## config.mk

```make
export PLATFORM = sky130hd
export DESIGN_NAME = core_memmap_active_data_pointer
export DESIGN_NICKNAME = d
export VERILOG_FILES = /design/src/logic/core_memmap_active_data_pointer.v /design/src/logic/cycle_sequencer.v /design/src/logic/timer_prescaler.v
export VERILOG_INCLUDE_DIRS = /design/src /design/src/logic
export SDC_FILE = /design/constraint.sdc
export NUM_CORES = 2
export LEC_CHECK = 0
export BUFFER_PORTS_ARGS = -buffer_cell sky130_fd_sc_hd__buf_2
export CAP_MARGIN = 15
export CELL_PAD_IN_SITES_DETAIL_PLACEMENT = 0
export CELL_PAD_IN_SITES_GLOBAL_PLACEMENT = 1
export CORE_ASPECT_RATIO = 0.75
export CORE_UTILIZATION = 25
export DETAILED_ROUTE_END_ITERATION = 12
export GPL_TIMING_DRIVEN = 0
export PLACE_DENSITY_LB_ADDON = 0.1
export SYNTH_ARGS = -nofsm -noshare
export SYNTH_HDL_FRONTEND = slang
export SYNTH_SLANG_ARGS = --single-unit
```

## constraint.sdc

```tcl
create_clock -name i_clk -period 9.8 [get_ports i_clk]
set_input_delay 0.49 -clock i_clk [delete_from_list [all_inputs] [get_ports i_clk]]
set_output_delay 0.49 -clock i_clk [all_outputs]
set_load 0.02 [all_outputs]
```

## src/logic/core_regs.vh

```
`ifndef CORE_REGS_VH
`define CORE_REGS_VH

// Special register offsets for the dual data pointers.
`define ADDR_PTR0_LOW 8'h82
`define ADDR_PTR0_HIGH 8'h83
`define ADDR_PTR1_LOW 8'h84
`define ADDR_PTR1_HIGH 8'h85
`define ADDR_PTR_SEL 8'h86
`define SEL_BIT 0
`define SEL_RESET 1'b0
`define DP_RESET 16'h0000

// Program space and external data space layout.
`define CODE_RESET 16'h0000
`define XSRAM_BASE 16'h0000
`define XSRAM_SIZE 16'h0400
`define XFLASH_BASE 16'h8000
`define XFLASH_SIZE 16'h0800

// Timing counts.
`define SYS_DIV 2
`define LAST_PHASE 2'h3
`define TMR_SLOW 4'hC
`define TMR_FAST 4'h4

// Operation codes on the request port.
`define OP_NOP 4'h0
`define OP_DIR_RD 4'h1
`define OP_DIR_WR 4'h2
`define OP_IND_RD 4'h3
`define OP_IND_WR 4'h4
`define OP_DIR_INC 4'h5
`define OP_PTR_LOAD 4'h6
`define OP_PTR_INC 4'h7
`define OP_XDATA_RD 4'h8
`define OP_XDATA_WR 4'h9
`define OP_MOV_DD 4'hA
`define OP_MULTIPLY 4'hB

`endif

```

## src/logic/core_memmap_active_data_pointer.v

```verilog
`timescale 1ns/100ps
`include "core_regs.vh"

// What this block does
// After reset, fetch code from 64K program flash.
// Secondary 2K flash sits in external data space.
// Software avoids reserved one-time region ranges.
// 1K scratch SRAM sits in external data space.
// Lower internal RAM direct/indirect, upper indirect only.
// Special registers overlay upper half, direct only.
// Provide a 16-bit data pointer.
// First pointer at 82h low, 83h high.
// Second pointer at 84h low, 85h high.
// Bit 0 of 86h selects pointer; rest unused.
// Pointer instructions use and update selected pointer.
// Incrementing 86h toggles the active pointer.
// Instruction cycle is four CPU phases.
// System clock is oscillator divided by two.
// External read 8 clocks, direct move 12.
// Instructions take one to five instruction cycles.
// Bytes equal fetches; multiply takes extra cycles.
// Timers tick every 12 clocks, or 4.
// Host port reaches all peripherals, not processor.
// Host may drive peripherals with processor unused.
// Opcode behaviour follows the compatible classic core.
// Pointer select clears to first pointer on reset.
module core_memmap_active_data_pointer (
   input wire i_clk,
   input wire i_rst,
   input wire i_req,
   input wire [3:0] i_op,
   input wire [7:0] i_addr,
   input wire [7:0] i_addr2,
   input wire [7:0] i_wdata,
   input wire [15:0] i_wdata16,
   output reg o_ready,
   output reg o_done,
   output reg [7:0] o_rdata,
   output reg [15:0] o_code_addr,
   output reg o_code_rd,
   output reg [15:0] o_xmem_addr,
   output reg o_xmem_sram_sel,
   output reg o_xmem_flash_sel,
   output reg o_xmem_rd,
   output reg o_xmem_wr,
   output reg [7:0] o_xmem_wdata,
   input wire [7:0] i_xmem_rdata,
   output reg [7:0] o_periph_addr,
   output reg o_periph_rd,
   output reg o_periph_wr,
   output reg [7:0] o_periph_wdata,
   input wire [7:0] i_periph_rdata,
   input wire i_host_only,
   input wire i_host_req,
   input wire i_host_wr,
   input wire [7:0] i_host_addr,
   input wire [7:0] i_host_wdata,
   output reg o_host_ack,
   output reg [7:0] o_host_rdata,
   input wire i_timer_fast,
   output wire o_timer_tick,
   output wire [1:0] o_phase
);

   localparam HOST_IDLE = 2'b00;
   localparam HOST_WAIT = 2'b01;
   localparam HOST_ACK = 2'b10;

   reg [7:0] iram_q [0:255];
   reg [15:0] first_data_pointer_q;
   reg [15:0] second_data_pointer_q;
   reg sel_q;
   reg [15:0] pc_q;
   reg pend_q;
   reg [3:0] op_q;
   reg [7:0] addr_q;
   reg [7:0] addr2_q;
   reg [7:0] wdata_q;
   reg [15:0] wdata16_q;
   reg [7:0] data_q;
   reg [1:0] host_q;
   reg [7:0] wr_val;

   wire tick;
   wire busy;
   wire last;
   wire [2:0] icycle;
   wire end_edge;
   wire accept;
   wire cyc_start;
   wire [2:0] next_ic;
   wire next_last;
   wire core_bus;
   wire [15:0] active_data_pointer;
   wire [7:0] wr_addr;
   wire dir_reads;
   wire dir_writes;
   wire [1:0] xsel;

   function [2:0] op_bytes;
      input [3:0] op;
      begin
         case (op)
            `OP_DIR_RD, `OP_DIR_WR, `OP_DIR_INC: op_bytes = 3'h2;
            `OP_PTR_LOAD, `OP_MOV_DD: op_bytes = 3'h3;
            default: op_bytes = 3'h1;
         endcase
      end
   endfunction

   function [2:0] op_cycles;
      input [3:0] op;
      begin
         case (op)
            `OP_DIR_RD, `OP_DIR_WR, `OP_DIR_INC: op_cycles = 3'h2;
            `OP_XDATA_RD, `OP_XDATA_WR: op_cycles = 3'h2;
            `OP_PTR_LOAD, `OP_PTR_INC: op_cycles = 3'h3;
            `OP_MOV_DD: op_cycles = 3'h3;
            `OP_MULTIPLY: op_cycles = 3'h5;
            default: op_cycles = 3'h1;
         endcase
      end
   endfunction

   function is_local;
      input [7:0] a;
      begin
         is_local = (a >= `ADDR_PTR0_LOW) && (a <= `ADDR_PTR_SEL);
      end
   endfunction

   function [7:0] local_read;
      input [7:0] a;
      begin
         case (a)
            `ADDR_PTR0_LOW: local_read = first_data_pointer_q[7:0];
            `ADDR_PTR0_HIGH: local_read = first_data_pointer_q[15:8];
            `ADDR_PTR1_LOW: local_read = second_data_pointer_q[7:0];
            `ADDR_PTR1_HIGH: local_read = second_data_pointer_q[15:8];
            default: local_read = {7'h00, sel_q};
         endcase
      end
   endfunction

   function [1:0] xdecode;
      input [15:0] a;
      begin
         xdecode[0] = (a - `XSRAM_BASE) < `XSRAM_SIZE;
         xdecode[1] = (a >= `XFLASH_BASE) && ((a - `XFLASH_BASE) < `XFLASH_SIZE);
      end
   endfunction

   cycle_sequencer cycle_sequencer_inst (
      .i_clk(i_clk),
      .i_rst(i_rst),
      .i_start(accept),
      .i_cycles(op_cycles(op_q)),
      .o_tick(tick),
      .o_phase(o_phase),
      .o_busy(busy),
      .o_icycle(icycle),
      .o_last(last)
   );

   timer_prescaler timer_prescaler_inst (
      .i_clk(i_clk),
      .i_rst(i_rst),
      .i_tick(tick),
      .i_fast(i_timer_fast),
      .o_tick(o_timer_tick)
   );

   assign end_edge = tick & (o_phase == `LAST_PHASE);
   // The host must be idle before an access starts so the two never share the bus.
   assign accept = pend_q & end_edge & ~busy & (host_q == HOST_IDLE);
   assign cyc_start = accept | (end_edge & busy & ~last);
   assign next_ic = accept ? 3'h0 : icycle + 3'h1;
   assign next_last = ((next_ic + 3'h1) == op_cycles(op_q));
   assign core_bus = busy & last;
   assign active_data_pointer = sel_q ? second_data_pointer_q : first_data_pointer_q;
   assign wr_addr = (op_q == `OP_MOV_DD) ? addr2_q : addr_q;
   assign dir_reads = (op_q == `OP_DIR_RD) | (op_q == `OP_DIR_INC) | (op_q == `OP_MOV_DD);
   assign dir_writes = (op_q == `OP_DIR_WR) | (op_q == `OP_DIR_INC) | (op_q == `OP_MOV_DD);
   assign xsel = xdecode(active_data_pointer);

   always @* begin
      case (op_q)
         `OP_DIR_INC: wr_val = data_q + 8'h01;
         `OP_MOV_DD: wr_val = data_q;
         default: wr_val = wdata_q;
      endcase
   end

   always @(posedge i_clk) begin
      if (i_rst) begin
         first_data_pointer_q <= `DP_RESET;
         second_data_pointer_q <= `DP_RESET;
         sel_q <= `SEL_RESET;
         pc_q <= `CODE_RESET;
         pend_q <= 1'b0;
         op_q <= `OP_NOP;
         addr_q <= 8'h00;
         addr2_q <= 8'h00;
         wdata_q <= 8'h00;
         wdata16_q <= 16'h0000;
         data_q <= 8'h00;
         host_q <= HOST_IDLE;
         o_ready <= 1'b1;
         o_done <= 1'b0;
         o_rdata <= 8'h00;
         o_code_addr <= `CODE_RESET;
         o_code_rd <= 1'b0;
         o_xmem_addr <= 16'h0000;
         o_xmem_sram_sel <= 1'b0;
         o_xmem_flash_sel <= 1'b0;
         o_xmem_rd <= 1'b0;
         o_xmem_wr <= 1'b0;
         o_xmem_wdata <= 8'h00;
         o_periph_addr <= 8'h00;
         o_periph_rd <= 1'b0;
         o_periph_wr <= 1'b0;
         o_periph_wdata <= 8'h00;
         o_host_ack <= 1'b0;
         o_host_rdata <= 8'h00;
      end else begin
         o_done <= 1'b0;
         o_code_rd <= 1'b0;
         o_xmem_wr <= 1'b0;
         o_periph_wr <= 1'b0;
         o_host_ack <= 1'b0;
         // The processor takes no work while the host owns the peripherals.
         if (i_req && o_ready && !i_host_only) begin
            op_q <= i_op;
            addr_q <= i_addr;
            addr2_q <= i_addr2;
            wdata_q <= i_wdata;
            wdata16_q <= i_wdata16;
            pend_q <= 1'b1;
            o_ready <= 1'b0;
         end
         if (accept) begin
            pend_q <= 1'b0;
         end
         if (cyc_start && (next_ic < op_bytes(op_q))) begin
            o_code_rd <= 1'b1;
            o_code_addr <= pc_q;
            pc_q <= pc_q + 16'h0001;
         end
         if (cyc_start && next_last) begin
            if (dir_reads && addr_q[7] && !is_local(addr_q)) begin
               o_periph_addr <= addr_q;
               o_periph_rd <= 1'b1;
            end
            if (op_q == `OP_XDATA_RD) begin
               o_xmem_addr <= active_data_pointer;
               o_xmem_sram_sel <= xsel[0];
               o_xmem_flash_sel <= xsel[1];
               o_xmem_rd <= 1'b1;
            end
         end
         if (core_bus && tick && (o_phase == 2'h1)) begin
            o_periph_rd <= 1'b0;
            o_xmem_rd <= 1'b0;
            if (dir_reads) begin
               if (!addr_q[7]) begin
                  data_q <= iram_q[addr_q];
               end else if (is_local(addr_q)) begin
                  data_q <= local_read(addr_q);
               end else begin
                  data_q <= i_periph_rdata;
               end
            end else if (op_q == `OP_IND_RD) begin
               data_q <= iram_q[addr_q];
            end else if (op_q == `OP_XDATA_RD) begin
               data_q <= i_xmem_rdata;
            end
         end
         if (core_bus && tick && (o_phase == 2'h2)) begin
            if (dir_writes) begin
               if (!wr_addr[7]) begin
                  iram_q[wr_addr] <= wr_val;
               end else if (is_local(wr_addr)) begin
                  case (wr_addr)
                     `ADDR_PTR0_LOW: first_data_pointer_q[7:0] <= wr_val;
                     `ADDR_PTR0_HIGH: first_data_pointer_q[15:8] <= wr_val;
                     `ADDR_PTR1_LOW: second_data_pointer_q[7:0] <= wr_val;
                     `ADDR_PTR1_HIGH: second_data_pointer_q[15:8] <= wr_val;
                     default: sel_q <= wr_val[`SEL_BIT];
                  endcase
               end else begin
                  o_periph_addr <= wr_addr;
                  o_periph_wdata <= wr_val;
                  o_periph_wr <= 1'b1;
               end
            end
            if (op_q == `OP_IND_WR) begin
               iram_q[addr_q] <= wdata_q;
            end
            if (op_q == `OP_XDATA_WR) begin
               o_xmem_addr <= active_data_pointer;
               o_xmem_sram_sel <= xsel[0];
               o_xmem_flash_sel <= xsel[1];
               o_xmem_wdata <= wdata_q;
               o_xmem_wr <= 1'b1;
            end
            if ((op_q == `OP_PTR_LOAD) || (op_q == `OP_PTR_INC)) begin
               if (sel_q) begin
                  second_data_pointer_q <= (op_q == `OP_PTR_LOAD) ? wdata16_q :
                     second_data_pointer_q + 16'h0001;
               end else begin
                  first_data_pointer_q <= (op_q == `OP_PTR_LOAD) ? wdata16_q :
                     first_data_pointer_q + 16'h0001;
               end
            end
         end
         if (end_edge && core_bus) begin
            o_done <= 1'b1;
            o_rdata <= data_q;
            o_ready <= 1'b1;
         end
         case (host_q)
            HOST_IDLE: begin
               if (i_host_req && !busy && !pend_q) begin
                  o_periph_addr <= i_host_addr;
                  o_periph_wdata <= i_host_wdata;
                  o_periph_wr <= i_host_wr;
                  o_periph_rd <= ~i_host_wr;
                  host_q <= HOST_WAIT;
               end
            end
            HOST_WAIT: begin
               o_periph_rd <= 1'b0;
               o_host_rdata <= i_periph_rdata;
               o_host_ack <= 1'b1;
               host_q <= HOST_ACK;
            end
            HOST_ACK: begin
               if (!i_host_req) begin
                  host_q <= HOST_IDLE;
               end
            end
            default: host_q <= HOST_IDLE;
         endcase
      end
   end

endmodule

```

## src/logic/cycle_sequencer.v

```verilog
`timescale 1ns/100ps
`include "core_regs.vh"

module cycle_sequencer (
   input wire i_clk,
   input wire i_rst,
   input wire i_start,
   input wire [2:0] i_cycles,
   output reg o_tick,
   output reg [1:0] o_phase,
   output reg o_busy,
   output reg [2:0] o_icycle,
   output reg o_last
);

   always @(posedge i_clk) begin
      if (i_rst) begin
         o_tick <= 1'b0;
         o_phase <= 2'h0;
         o_busy <= 1'b0;
         o_icycle <= 3'h0;
         o_last <= 1'b0;
      end else begin
         o_tick <= ~o_tick;
         if (o_tick) begin
            o_phase <= o_phase + 2'h1;
            if (o_phase == `LAST_PHASE) begin
               if (i_start) begin
                  o_busy <= 1'b1;
                  o_icycle <= 3'h0;
                  o_last <= (i_cycles == 3'h1);
               end else if (o_busy && !o_last) begin
                  o_icycle <= o_icycle + 3'h1;
                  o_last <= ((o_icycle + 3'h2) == i_cycles);
               end else begin
                  o_busy <= 1'b0;
                  o_last <= 1'b0;
               end
            end
         end
      end
   end

endmodule

```

## src/logic/timer_prescaler.v

```verilog
`timescale 1ns/100ps
`include "core_regs.vh"

module timer_prescaler (
   input wire i_clk,
   input wire i_rst,
   input wire i_tick,
   input wire i_fast,
   output reg o_tick
);

   reg [3:0] cnt_q;
   wire [3:0] limit;

   assign limit = i_fast ? `TMR_FAST : `TMR_SLOW;

   always @(posedge i_clk) begin
      if (i_rst) begin
         cnt_q <= 4'h0;
         o_tick <= 1'b0;
      end else begin
         o_tick <= 1'b0;
         if (i_tick) begin
            if (cnt_q >= limit - 4'h1) begin
               cnt_q <= 4'h0;
               o_tick <= 1'b1;
            end else begin
               cnt_q <= cnt_q + 4'h1;
            end
         end
      end
   end

endmodule
```

==> results.json <==
{
  "clk_latency_ps": 980,
  "critPathKind": "reg -> reg",
  "drive_gt1_frac": 0.236,
  "grt_pass1_vias": 52000,
  "overflow": 0,
  "cts_made_buffers": 241,
  "dr.pass1.iters": 6,
  "cts.clk_slew.worst_paths_ps": 60,
  "hp-class": "in -> reg",
  "cts.sinks": 2258,
  "worstPathRequired_ps": 10660,
  "vias": 55400,
  "clock_skew_ps": 72.0,
  "area_growth_pct": 19.4,
  "clockBufferDepth": 4,
  "initial_utilization": 0.251,
  "slew_headroom": 0.0447,
  "first_iter_violations": 8597,
  "powerDensity_mw_per_mm2": 199,
  "yosys_warnings": 0,
  "syn_avg_cell_area_um2": 17.9,
  "core_area_mm2": 0.358,
  "path_common_cell": "buf_2",
  "fmax_mhz": 140,
  "worst_path_max_delay_cell": "buf_2",
  "placed_cell_area_mm2": 0.0988,
  "grt_pass1_wl_um": 563000,
  "dieArea_mm2": 0.362,
  "grt_max_degree": 130,
  "clock-root-buffer": "clkbuf_16",
  "antenna_found_initial": 96,
  "place_congestion": 0.841,
  "rsz0062_at_grt": "no",
  "finalNonFillerCells": 10600,
  "synth_cell_types": 95,
  "rows": 190,
  "cp-end-kind": "register",
  "synth_seq_cells": 2258,
  "cts_max_level": 4,
  "crit_fanout": 10,
  "layout_commonest_cell": "edfxtp_1",
  "cts_resized": 0,
  "synth_edf_count": 2048,
  "cp_top_family": "buffers and inverters",
  "grt_busiest_layer": "met1",
  "final_area_mm2": 0.107,
  "fp.dieW_um": 694,
  "port_buffers": 167,
  "post-route-period-util": 0.731,
  "nets": 5712,
  "tightestPinTransition_ps": 1420,
  "syn_area_mm2": 0.0899,
  "synthFlopType": "edfxtp_1",
  "io_pins": 168,
  "drt-total-wl_um": 443000,
  "drc": 0,
  "p_leak_nw": 33.7,
  "fin_total_pwr_mw": 21.3,
  "cp_cell_sequence": "buf_2 -> buf_2 -> nand2_1 -> clkbuf_2 -> o22ai_1 -> mux2i_1 -> a311oi_1 -> nand3_1 -> o2111ai_1 -> buf_4 -> a31o_2",
  "yosysSeqAreaShare": 0.731,
  "cts_tree": "yes",
  "grt_usage": 0.239,
  "die_height_um": 521,
  "grt_use_met2": 0.334,
  "grtUsageMet3": 0.0540,
  "drv_cap": 0,
  "viasPerCell": 5.21,
  "peakVddDrop_v": 0.000140,
  "synth_nets": 5130,
  "reg2reg_slack_ps": 2630,
  "wire_per_inst_um": 41.7,
  "dp_cells": 10100,
  "final_max_slew_viol_count": 0,
  "final-hold-violation-count": 0,
  "period_minus_slack_ps": 7170,
  "worst-path-buf-inv": 4,
  "grt_use_met1": 0.373,
  "setup_viol": 0,
  "cp_slowest_stage_delay_ps": 950,
  "ys_async_sr_fraction": 0,
  "status": "finished, final reports clean",
  "syn_inst": 5033,
  "final_cell_mix": "edfxtp_1, mux4_2, nor2_1",
  "place_hpwl_um": 307000,
  "startpoint_type": "register",
  "arrival_ps": 8030,
  "drtAntennaViolNets": 0
}
## cells by family after synthesis
kind of cell,Yosys count,share of synthesized area
fa+ha+maj,14,0.00195
buf+inv,343,0.0180
flops,2258,0.731
simple gates,1095,0.0539
mux,680,0.146
compound gates,599,0.0452
xor+xnor,44,0.00429
## metrics by stage
step           utilization  hold slack [ps]  TNS [ps]  setup slack [ps]
2_1_floorplan            -              437         0              3.22
3_3_place_gp         0.271              448  -4394180            -12680
3_5_place_dp         0.276              446         0              2810
4_1_cts              0.300             7.41         0              2800
5_1_grt              0.300             32.1         0              3060
6_report             0.300             44.4         0              2630
## cell usage after synthesis (10+ instances only)
cell type	n	area share
edfxtp_1	2048	0.68
mux4_2	501	0.13
nor2_1	436	0.018
nand2_1	348	0.015
dfxtp_1	210	0.047
a21oi_1	172	0.0096
clkbuf_1	168	0.0070
mux2i_1	158	0.018
nand3_1	73	0.0041
a211oi_1	65	0.0054
o22ai_1	60	0.0042
buf_2	59	0.0033
o21ai_0	59	0.0033
nor3_1	45	0.0025
buf_4	43	0.0036
a22oi_1	35	0.0029
inv_1	32	0.0013
a31oi_1	30	0.0021
nor2b_1	28	0.0019
buf_1	27	0.0011
xnor2_1	27	0.0026
nand2b_1	22	0.0015
mux2_2	21	0.0026
o221ai_1	19	0.0019
and3_1	18	0.0013
nand4_1	18	0.0013
o211ai_1	17	0.0014
xor2_1	17	0.0017
and2_1	16	0.0011
nor3b_1	16	0.0013
nor4_1	16	0.0011
a22o_1	15	0.0015
a221oi_1	14	0.0014
ha_1	14	0.0019
buf_6	13	0.0016
or3_1	13	0.00090
nand3b_1	11	0.00092
o31ai_1	10	0.00084
## power breakdown
part           internal [mW]  total [mW]  switching, mW
logic                  0.379        1.41           1.03
registers               10.5        10.5         0.0237
clock network           5.31        9.40           4.09
## tightest hold or removal path: stages
cell	delay, ps
buf_2	100
nand2_1	100
a21oi_1	180
## path summary, 6_finish.rpt
check,cells past startpoint,end,startpoint
hold / removal,3,op_q[2],i_op[2]
hold reg to reg,2,o_code_addr[13],o_code_addr[13]
setup / recovery,11,data_q[7],register
setup reg to reg,11,data_q[7],register
## state kept, by name, indices dropped and copies added, names as in the netlist, 3 cells and up, named ones only
register	flops
addr2_q	8
addr_q	8
cycle_sequencer_inst.i_cycles	3
cycle_sequencer_inst.o_icycle	3
data_q	8
first_data_pointer_q	16
iram_q	2048
o_code_addr	16
o_host_rdata	8
o_periph_addr	8
o_periph_wdata	8
o_rdata	8
o_xmem_addr	16
o_xmem_wdata	8
op_q	4
pc_q	16
second_data_pointer_q	16
timer_prescaler_inst.cnt_q	4
wdata16_q	16
wdata_q	8
## metal layers
metal / vias up / share of wire
met3: 411 / 0.085
met4: 4 / 0.021
met5: - / 0.000052
met2: 2719 / 0.41
li1: 21400 / -
met1: 30800 / 0.48
## timing repair
| action | CTS | global route |
|---|---|---|
| hold endpoints to repair | 78 | 0 |
| setup buffers | 0 | 0 |
| hold buffers | 69 | 0 |
## area by class of cell
cell class,count,area [um^2]
Buffer,310,1590
Clock buffer,309,6540
Timing Repair Buffer,339,3390
Tap cell,4800,6010
Fill cell,35500,250000
Sequential cell,2258,65700
Antenna cell,15,37.5
Clock inverter,129,1250
Inverter,33,176
Multi-Input combinational cell,2432,22600
Power figures use the tool's default switching activity.
